File: config.mk
export PLATFORM = sky130hd
export DESIGN_NAME = dadc_top
export DESIGN_NICKNAME = d
export VERILOG_FILES = /design/src/core/dadc_pkg.sv /design/src/core/dadc_top.sv
export SDC_FILE = /design/constraint.sdc
export NUM_CORES = 1
export LEC_CHECK = 0
export BUFFER_PORTS_ARGS = -buffer_cell sky130_fd_sc_hd__clkbuf_2
export CORE_MARGIN = 8
export CORE_UTILIZATION = 55
export DETAILED_ROUTE_END_ITERATION = 10
export MAX_ROUTING_LAYER = met4
export PLACE_DENSITY_LB_ADDON = 0.05
export SYNTH_ARGS = -nofsm -noshare
export SYNTH_HDL_FRONTEND = slang
export SYNTH_SLANG_ARGS = --single-unit
File: constraint.sdc
create_clock -name mclk_in -period 15 [get_ports mclk_in]
set_clock_uncertainty 0.15 [all_clocks]
set_input_delay 3 -clock mclk_in [delete_from_list [all_inputs] [get_ports mclk_in]]
set_output_delay 3 -clock mclk_in [all_outputs]
set_load 0.02 [all_outputs]
File: src/core/dadc_pkg.sv
package dadc_pkg;
  localparam int          SMP_W     = 14;          // Sample word width.
  localparam int          LAT_EDGES = 33;          // 16.5 sample clocks as half-cycles.
  localparam int          MCLK_MHZ  = 200;
  localparam int          GAP_NS    = 400;         // Longest gap between sample clock edges.
  localparam int          GAP_CYC   = GAP_NS * MCLK_MHZ / 1000;
  localparam int          GAP_W     = 8;
  localparam int          AW        = 12;
  localparam int          DW        = 32;
  localparam int          ST_W      = 3;
  localparam logic [13:0] FS_MAX    = 14'h1FFF;
  localparam logic [13:0] FS_MIN    = 14'h2000;
  localparam logic [11:0] OFS_STAT  = 12'h000;
  localparam logic [11:0] OFS_MASK  = 12'h004;
  localparam logic [11:0] OFS_STATE = 12'h008;
  localparam int          ST_OVR_A  = 0;
  localparam int          ST_OVR_B  = 1;
  localparam int          ST_SLEEP  = 2;
  localparam logic [2:0]  MASK_RST  = 3'h0;

  typedef struct packed {
    logic             valid;
    logic [SMP_W-1:0] word;
  } dadc_smp_t;

  typedef struct packed {
    logic clk_slow;
    logic core_b;
    logic core_a;
    logic oe_b;
    logic oe_a;
  } dadc_state_t;
endpackage : dadc_pkg

File: src/core/dadc_top.sv
`timescale 1ns/10ps

module dadc_chan #(
  parameter int DEPTH = dadc_pkg::LAT_EDGES
) (
  input  wire logic                       clk_in,    // System clock.
  input  wire logic                       rst_in,    // Synchronous reset.
  input  wire logic                       edge_in,   // Any sample clock edge.
  input  wire logic                       fall_in,   // Falling sample clock edge.
  input  wire logic                       run_in,    // Core powered.
  input  wire logic [dadc_pkg::SMP_W-1:0] sample_in, // Quantised analog value.
  output logic      [dadc_pkg::SMP_W-1:0] data_out,  // Output word.
  output logic                            strobe_out,// New word pulse.
  output logic                            ovr_out    // Overrange flag.
);
  import dadc_pkg::*;

  dadc_smp_t pipe [DEPTH];

  // Each stage is one half-cycle of the sample clock, so the word walks the pipe on both edges.
  always_ff @(posedge clk_in) begin
    if (rst_in || !run_in) begin
      for (int i = 0; i < DEPTH; i++) begin
        pipe[i] <= '0;
      end
    end else if (edge_in) begin
      pipe[0] <= '{valid: fall_in, word: sample_in};
      for (int i = 1; i < DEPTH; i++) begin
        pipe[i] <= pipe[i-1];
      end
    end
  end

  always_ff @(posedge clk_in) begin
    if (rst_in) begin
      data_out   <= '0;
      strobe_out <= 1'b0;
      ovr_out    <= 1'b0;
    end else begin
      strobe_out <= edge_in && run_in && pipe[DEPTH-1].valid;
      if (edge_in && run_in && pipe[DEPTH-1].valid) begin
        data_out <= pipe[DEPTH-1].word;
        ovr_out  <= (pipe[DEPTH-1].word == FS_MAX) || (pipe[DEPTH-1].word == FS_MIN);
      end
    end
  end
endmodule : dadc_chan

module dadc_top (
  input  wire logic                       mclk_in,                // 200 MHz system clock.
  input  wire logic                       rst_in,                 // Synchronous reset.
  input  wire logic                       sample_clk_in,          // Sample clock level.
  input  wire logic                       sleep_select_in,        // Power-down mode select.
  input  wire logic                       chan_a_drive_enable_in, // Channel A bus enable.
  input  wire logic                       chan_b_drive_enable_in, // Channel B bus enable.
  input  wire logic [dadc_pkg::SMP_W-1:0] chan_a_sample_in,       // Channel A core value.
  input  wire logic [dadc_pkg::SMP_W-1:0] chan_b_sample_in,       // Channel B core value.
  output logic      [dadc_pkg::SMP_W-1:0] chan_a_data_out,        // Channel A word.
  output logic      [dadc_pkg::SMP_W-1:0] chan_b_data_out,        // Channel B word.
  output logic                            chan_a_sample_valid_strobe_out, // A data ready.
  output logic                            chan_b_sample_valid_strobe_out, // B data ready.
  output logic                            chan_a_overrange_flag_out,      // A overrange.
  output logic                            chan_b_overrange_flag_out,      // B overrange.
  output logic                            chan_a_oe_out,          // Drives all A output pins.
  output logic                            chan_b_oe_out,          // Drives all B output pins.
  input  wire logic                       psel_in,                // APB select.
  input  wire logic                       penable_in,             // APB enable.
  input  wire logic                       pwrite_in,              // APB write.
  input  wire logic [dadc_pkg::AW-1:0]    paddr_in,               // APB byte address.
  input  wire logic [dadc_pkg::DW-1:0]    pwdata_in,              // APB write data.
  output logic      [dadc_pkg::DW-1:0]    prdata_out,             // APB read data.
  output logic                            pready_out,             // APB ready.
  output logic                            pslverr_out,            // APB error.
  output logic                            irq_out                 // Level interrupt.
);
  import dadc_pkg::*;

  logic             clk_prev;
  logic             s_rise;
  logic             s_fall;
  logic             s_edge;
  logic [GAP_W-1:0] gap;
  logic             clk_slow;
  logic             slow_prev;
  logic             core_a;
  logic             core_b;
  logic [ST_W-1:0]  status;
  logic [ST_W-1:0]  mask;
  logic [ST_W-1:0]  rd_clr;
  logic [ST_W-1:0]  ev;
  logic             setup;
  logic             access;
  logic             mapped;
  dadc_state_t      state;

  assign s_rise = sample_clk_in && !clk_prev;
  assign s_fall = !sample_clk_in && clk_prev;
  assign s_edge = s_rise || s_fall;
  assign setup  = psel_in && !penable_in;
  assign access = psel_in && penable_in && pready_out;
  assign mapped = paddr_in == OFS_STAT || paddr_in == OFS_MASK || paddr_in == OFS_STATE;
  assign state  = '{clk_slow: clk_slow, core_b: core_b, core_a: core_a,
                    oe_b: chan_b_oe_out, oe_a: chan_a_oe_out};

  always_ff @(posedge mclk_in) begin
    if (rst_in) begin
      clk_prev <= 1'b0;
    end else begin
      clk_prev <= sample_clk_in;
    end
  end

  // A missing edge for longer than the gap means the sample clock is below about 1.25 MHz.
  always_ff @(posedge mclk_in) begin
    if (rst_in || s_edge) begin
      gap <= '0;
    end else if (gap != GAP_W'(GAP_CYC)) begin
      gap <= gap + GAP_W'(1);
    end
  end

  always_ff @(posedge mclk_in) begin
    if (rst_in) begin
      clk_slow  <= 1'b0;
      slow_prev <= 1'b0;
    end else begin
      clk_slow  <= (gap == GAP_W'(GAP_CYC)) && !s_edge;
      slow_prev <= clk_slow;
    end
  end

  always_ff @(posedge mclk_in) begin
    if (rst_in) begin
      core_a        <= 1'b0;
      core_b        <= 1'b0;
      chan_a_oe_out <= 1'b0;
      chan_b_oe_out <= 1'b0;
    end else begin
      core_a        <= !clk_slow && (!sleep_select_in || chan_a_drive_enable_in);
      core_b        <= !clk_slow && (!sleep_select_in || chan_b_drive_enable_in);
      chan_a_oe_out <= chan_a_drive_enable_in;
      chan_b_oe_out <= chan_b_drive_enable_in;
    end
  end

  dadc_chan #(.DEPTH(LAT_EDGES)) u_chan_a (
    .clk_in     (mclk_in),
    .rst_in     (rst_in),
    .edge_in    (s_edge),
    .fall_in    (s_fall),
    .run_in     (core_a),
    .sample_in  (chan_a_sample_in),
    .data_out   (chan_a_data_out),
    .strobe_out (chan_a_sample_valid_strobe_out),
    .ovr_out    (chan_a_overrange_flag_out)
  );

  dadc_chan #(.DEPTH(LAT_EDGES)) u_chan_b (
    .clk_in     (mclk_in),
    .rst_in     (rst_in),
    .edge_in    (s_edge),
    .fall_in    (s_fall),
    .run_in     (core_b),
    .sample_in  (chan_b_sample_in),
    .data_out   (chan_b_data_out),
    .strobe_out (chan_b_sample_valid_strobe_out),
    .ovr_out    (chan_b_overrange_flag_out)
  );

  always_comb begin
    ev           = '0;
    ev[ST_OVR_A] = chan_a_sample_valid_strobe_out && chan_a_overrange_flag_out;
    ev[ST_OVR_B] = chan_b_sample_valid_strobe_out && chan_b_overrange_flag_out;
    ev[ST_SLEEP] = clk_slow && !slow_prev;
    rd_clr       = '0;
    if (access && !pwrite_in && paddr_in == OFS_STAT) begin
      rd_clr = prdata_out[ST_W-1:0];
    end
  end

  // Only bits that were actually returned are cleared, and a new event wins over the clear.
  always_ff @(posedge mclk_in) begin
    if (rst_in) begin
      status <= '0;
    end else begin
      status <= (status & ~rd_clr) | ev;
    end
  end

  always_ff @(posedge mclk_in) begin
    if (rst_in) begin
      mask <= MASK_RST;
    end else if (access && pwrite_in && paddr_in == OFS_MASK) begin
      mask <= pwdata_in[ST_W-1:0];
    end
  end

  always_ff @(posedge mclk_in) begin
    if (rst_in) begin
      irq_out <= 1'b0;
    end else begin
      irq_out <= |(status & mask);
    end
  end

  // Ready and read data are registered in the setup cycle, so every access takes one wait-free
  // access cycle.
  always_ff @(posedge mclk_in) begin
    if (rst_in) begin
      pready_out  <= 1'b0;
      pslverr_out <= 1'b0;
      prdata_out  <= '0;
    end else begin
      pready_out  <= setup;
      pslverr_out <= setup && !mapped;
      if (setup && !pwrite_in) begin
        unique case (paddr_in)
          OFS_STAT:  prdata_out <= DW'(status);
          OFS_MASK:  prdata_out <= DW'(mask);
          OFS_STATE: prdata_out <= DW'(state);
          default:   prdata_out <= '0;
        endcase
      end else if (!psel_in) begin
        prdata_out <= '0;
      end
    end
  end
endmodule : dadc_top

==> report_table.html <==
<table>
<tr><th>Metric</th><th>Value</th></tr>
<tr><th colspan="2">Worst setup path</th></tr>
<tr><td>Startpoint of the most critical register-to-register path</td><td>clk_prev</td></tr>
<tr><td>Endpoint kind of the worst setup timing path</td><td>register</td></tr>
<tr><td>Worst path arrival time</td><td>6750 ps</td></tr>
<tr><td>Data required time at the worst endpoint</td><td>15090 ps</td></tr>
<tr><td>Worst Path Max Fanout</td><td>90</td></tr>
<tr><td>Worst Setup Path Type</td><td>input port to register</td></tr>
<tr><td>Critical register-to-register path endpoint</td><td>u_chan_a.pipe[0][13]</td></tr>
<tr><td>Register-to-register setup slack</td><td>10570 ps</td></tr>
<tr><td>Worst setup SP type</td><td>input port</td></tr>
<tr><td>Depth of the worst register-to-register path</td><td>5</td></tr>
<tr><th colspan="2">Floorplanning</th></tr>
<tr><td>Io pins</td><td>150</td></tr>
<tr><td>DIE HEIGHT</td><td>roughly 280 microns</td></tr>
<tr><td>Number of core rows</td><td>98</td></tr>
<tr><td>Die Outline Area</td><td>80060 sq um</td></tr>
<tr><td>Die X</td><td>between 200 and 300 microns</td></tr>
<tr><td>Initial core utilization</td><td>55.21%</td></tr>
<tr><td>Standard cell core area</td><td>approximately 71000 sq um</td></tr>
<tr><th colspan="2">Outcome</th></tr>
<tr><td>Outcome</td><td>completed</td></tr>
<tr><th colspan="2">Global route</th></tr>
<tr><td>Via count of the first global-routing pass</td><td>between 15000 and 20000</td></tr>
<tr><td>First-pass GRT wire length</td><td>81340 microns</td></tr>
<tr><td>Maximum number of pins on one net before global-route repair</td><td>344</td></tr>
<tr><td>Antenna violations before repair</td><td>0</td></tr>
<tr><td>GRT Total Usage</td><td>11.97%</td></tr>
<tr><td>Leftover overflow at the end of global routing</td><td>0</td></tr>
<tr><th colspan="2">Power</th></tr>
<tr><td>Total leakage power</td><td>17.63 nW</td></tr>
<tr><td>Total design power</td><td>6.005 mW</td></tr>
<tr><td>Cell area power density</td><td>137.4 nW/um^2</td></tr>
<tr><td>Peak supply drop</td><td>103.0 uV</td></tr>
<tr><th colspan="2">Synthesis</th></tr>
<tr><td>Number of distinct library cell variants in the gate-level netlist after synthesis</td><td>40</td></tr>
<tr><td>Area leader, netlist</td><td>edfxtp_1</td></tr>
<tr><td>Leading post-synthesis cells by cell area</td><td>edfxtp_1 76%, and2_1 16%, dfxtp_1 3.1%</td></tr>
<tr><td>Most used DFF post-synth</td><td>edfxtp_1</td></tr>
<tr><td>Fraction of the yosys area taken by sequential cells</td><td>78.96%</td></tr>
<tr><td>Synthesized instance count</td><td>2410</td></tr>
<tr><td>Cell area after technology mapping</td><td>39200 sq um</td></tr>
<tr><td>Fraction of post-synthesis cell area in the top cell type by area</td><td>75.85%</td></tr>
<tr><td>Async set-reset flop share out of synthesis</td><td>0%</td></tr>
<tr><td>Avg Inst Size Synth</td><td>16.26 sq um</td></tr>
<tr><td>Count of flip-flops with a built-in enable after synthesis</td><td>990</td></tr>
<tr><td>Most common library cells after synthesis</td><td>992 x and2_1, 990 x edfxtp_1, 90 x clkbuf_2, 70 x nand2_1, 61 x dfxtp_1</td></tr>
<tr><td>Warnings from Yosys</td><td>0</td></tr>
<tr><td>Flip-flop and latch count after synthesis</td><td>1051</td></tr>
<tr><td>Most common cell in the synthesized netlist</td><td>and2_1</td></tr>
<tr><th colspan="2">CTS</th></tr>
<tr><td>Master cell of the clock root buffer</td><td>clkbuf_16</td></tr>
<tr><td>Clock tree from TritonCTS</td><td>built</td></tr>
<tr><td>Post-CTS Setup Repair Bufs</td><td>0</td></tr>
<tr><td>Clock latency on the worst-skew pair</td><td>630 ps</td></tr>
<tr><td>Buffers from clock root to sink, at most</td><td>3</td></tr>
<tr><td>CTS clock-pin slew for the worst setup and hold paths</td><td>~60 ps</td></tr>
<tr><td>Hold Buf Count CTS</td><td>0</td></tr>
<tr><td># clock sinks</td><td>roughly 1100</td></tr>
<tr><td>TritonCTS buffer count</td><td>103</td></tr>
<tr><td>Maximum level of the CTS H-tree</td><td>3</td></tr>
<tr><td>Resized Gates After CTS</td><td>0</td></tr>
<tr><th colspan="2">Final layout</th></tr>
<tr><td>Area added between synthesis and finish</td><td>11.47%</td></tr>
<tr><td>Net count of the finished layout</td><td>2586</td></tr>
<tr><td>Fraction of layout cells with a size suffix above 1</td><td>between 10 and 15%</td></tr>
<tr><td>Final design instance area without fill</td><td>roughly 44000 sq um</td></tr>
<tr><td>Share of the core filled with cells in the final layout</td><td>61.54%</td></tr>
<tr><td>Antenna diode count</td><td>0</td></tr>
<tr><th colspan="2">Placement</th></tr>
<tr><td>Number of port buffers</td><td>93</td></tr>
<tr><td>Placement Cell Area</td><td>40320 sq um</td></tr>
<tr><td>Weighted congestion at the end of routability-driven global placement</td><td>just under 0.8</td></tr>
<tr><td>Hpwl dp</td><td>around 22000 microns</td></tr>
<tr><th colspan="2">Drt</th></tr>
<tr><td>Via-to-Cell Ratio</td><td>approximately 5</td></tr>
<tr><td>Aggregate routed wire length</td><td>around 47000 microns</td></tr>
<tr><td>Post-detailed-route count of antenna-violating nets</td><td>0</td></tr>
<tr><td>Post-route DRC violation count</td><td>0</td></tr>
<tr><td>Iteration count of the initial detailed-routing pass</td><td>5</td></tr>
<tr><td>Per-cell routed wire length</td><td>13.22 microns</td></tr>
<tr><td>Number of DRC violations after detailed-routing iteration 0</td><td>1219</td></tr>
<tr><td>Total via count in the routed design</td><td>17320</td></tr>
<tr><th colspan="2">STA</th></tr>
<tr><td>Number of max-slew violations in the final report</td><td>0</td></tr>
<tr><td>Final Cycle Share</td><td>44.39%</td></tr>
<tr><td>Unrepaired setup endpoints after global routing</td><td>no</td></tr>
<tr><td>Fin Hold WS</td><td>304.7 ps</td></tr>
<tr><td>Setup violations, final</td><td>0</td></tr>
<tr><td>Slew at the pin closest to its max-slew limit</td><td>1161 ps</td></tr>
<tr><td>Relative slew margins</td><td>22.61%</td></tr>
<tr><td>Max frequency</td><td>150.2 MHz</td></tr>
<tr><td>Number of hold violations in the final report</td><td>0</td></tr>
<tr><td>Final Critical Period</td><td>roughly 6700 ps</td></tr>
<tr><th colspan="2">Min path</th></tr>
<tr><td>End point of the worst hold path</td><td>u_chan_b.data_out[3]</td></tr>
<tr><td>Hold Path Class</td><td>register to register</td></tr>
<tr><td>Hold Crit Depth</td><td>2</td></tr>
<tr><td>Hold path start</td><td>u_chan_b.data_out[3]</td></tr>
<tr><th colspan="2">Run</th></tr>
<tr><td>Max-cap check violation count</td><td>0</td></tr>
</table>
## cell type report
cell class                      instances  area, sq um
Tap cell                              950         1189
Timing Repair Buffer                  110        618.1
Inverter                                9        33.78
Clock buffer                          146         2923
Clock inverter                         44        442.9
Multi-Input combinational cell       1227         7533
Fill cell                            5259        27310
Sequential cell                      1051        30950
## critical path: stages
cell and delay [ps]:
clkbuf_2 80, inv_1 40, ha_1 440, nor2b_1 270
nand2_4 790, buf_4 990, buf_4 980
## power breakdown
part / switching, mW / internal [mW]
clock: 1.01 / 1.51
combinational: 0.0919 / 0.0271
sequential: 0.0292 / 3.34
## worst max path at each step
stage	start	to	slack, ps	cells past startpoint
2_1_floorplan	sample_clk_in	u_chan_a.pipe[0][0]	-430	5
3_3_place_gp	sample_clk_in	u_chan_a.pipe[0][230]	7840	7
3_5_place_dp	sample_clk_in	u_chan_a.pipe[0][230]	7610	7
4_1_cts	sample_clk_in	u_chan_a.pipe[0][13]	8300	7
5_1_grt	sample_clk_in	u_chan_a.pipe[0][242]	8050	7
6_report	sample_clk_in	u_chan_a.pipe[0][13]	8340	7
## through the flow
step,setup slack [ps],setup TNS [ps],std cells
final,8341,0,3537
after global routing,8052,0,3537
after CTS,8299,0,3537
after detailed placement,7613,0,3347
after global placement,7839,0,3347
after floorplan,-429.2,-424920,2436
## layout by cell type, fill, tap and decap left out, drive strengths merged, types with 2 or more instances in the layout
master	Yosys	layout
a211oi	2	2
a21oi	31	31
a22o	5	5
and2	992	992
and3	2	2
and3b	2	2
buf	42	17
bufinv	0	9
clkbuf	107	239
clkinv	0	32
clkinvlp	0	2
conb	1	27
dfxtp	61	61
edfxtp	990	990
ha	3	3
inv	9	10
mux2i	7	7
nand2	70	70
nand2b	10	10
nand3	5	5
nand3b	2	2
nand4	7	7
nand4b	2	2
nor2	18	18
nor2b	5	5
nor3b	3	3
nor4	12	12
o21ai	6	6
o32a	2	2
or4b	2	2
xnor2	3	3
xor2	4	4
## sequential cells by signal (all words and copies together), names as in the netlist, 3 cells and up
register           flops
u_chan_a.pipe        495
u_chan_b.pipe        495
u_chan_a.data_out     14
u_chan_b.data_out     14
gap                    8
prdata_out             5
mask                   3
status                 3
## logic make-up (layout without fill, tap and decap cells)
group / count (synthesis) / after routing / synth area share (%)
AOI/OAI and AO/OA: 48 / 48 / 0.7214
other: 1 / 27 / 0.009568
and+or+nand+nor: 1135 / 1135 / 17.77
muxes: 7 / 7 / 0.1788
xor gates and xnor gates: 7 / 7 / 0.1564
buffers and inverters: 158 / 309 / 2.104
adders and majority gates: 3 / 3 / 0.09578
DFF: 1051 / 1051 / 78.96
## per-layer routing
layer  part of all wire [%]  GRT usage (%)  up-vias
met5                      0              -        -
met4                    2.5          4.736        0
met3                    4.6          2.882      103
met2                     46          18.62      272
met1                     47          15.24     8435
li1                       -              -     8508
(Power assumes the default switching activity.)
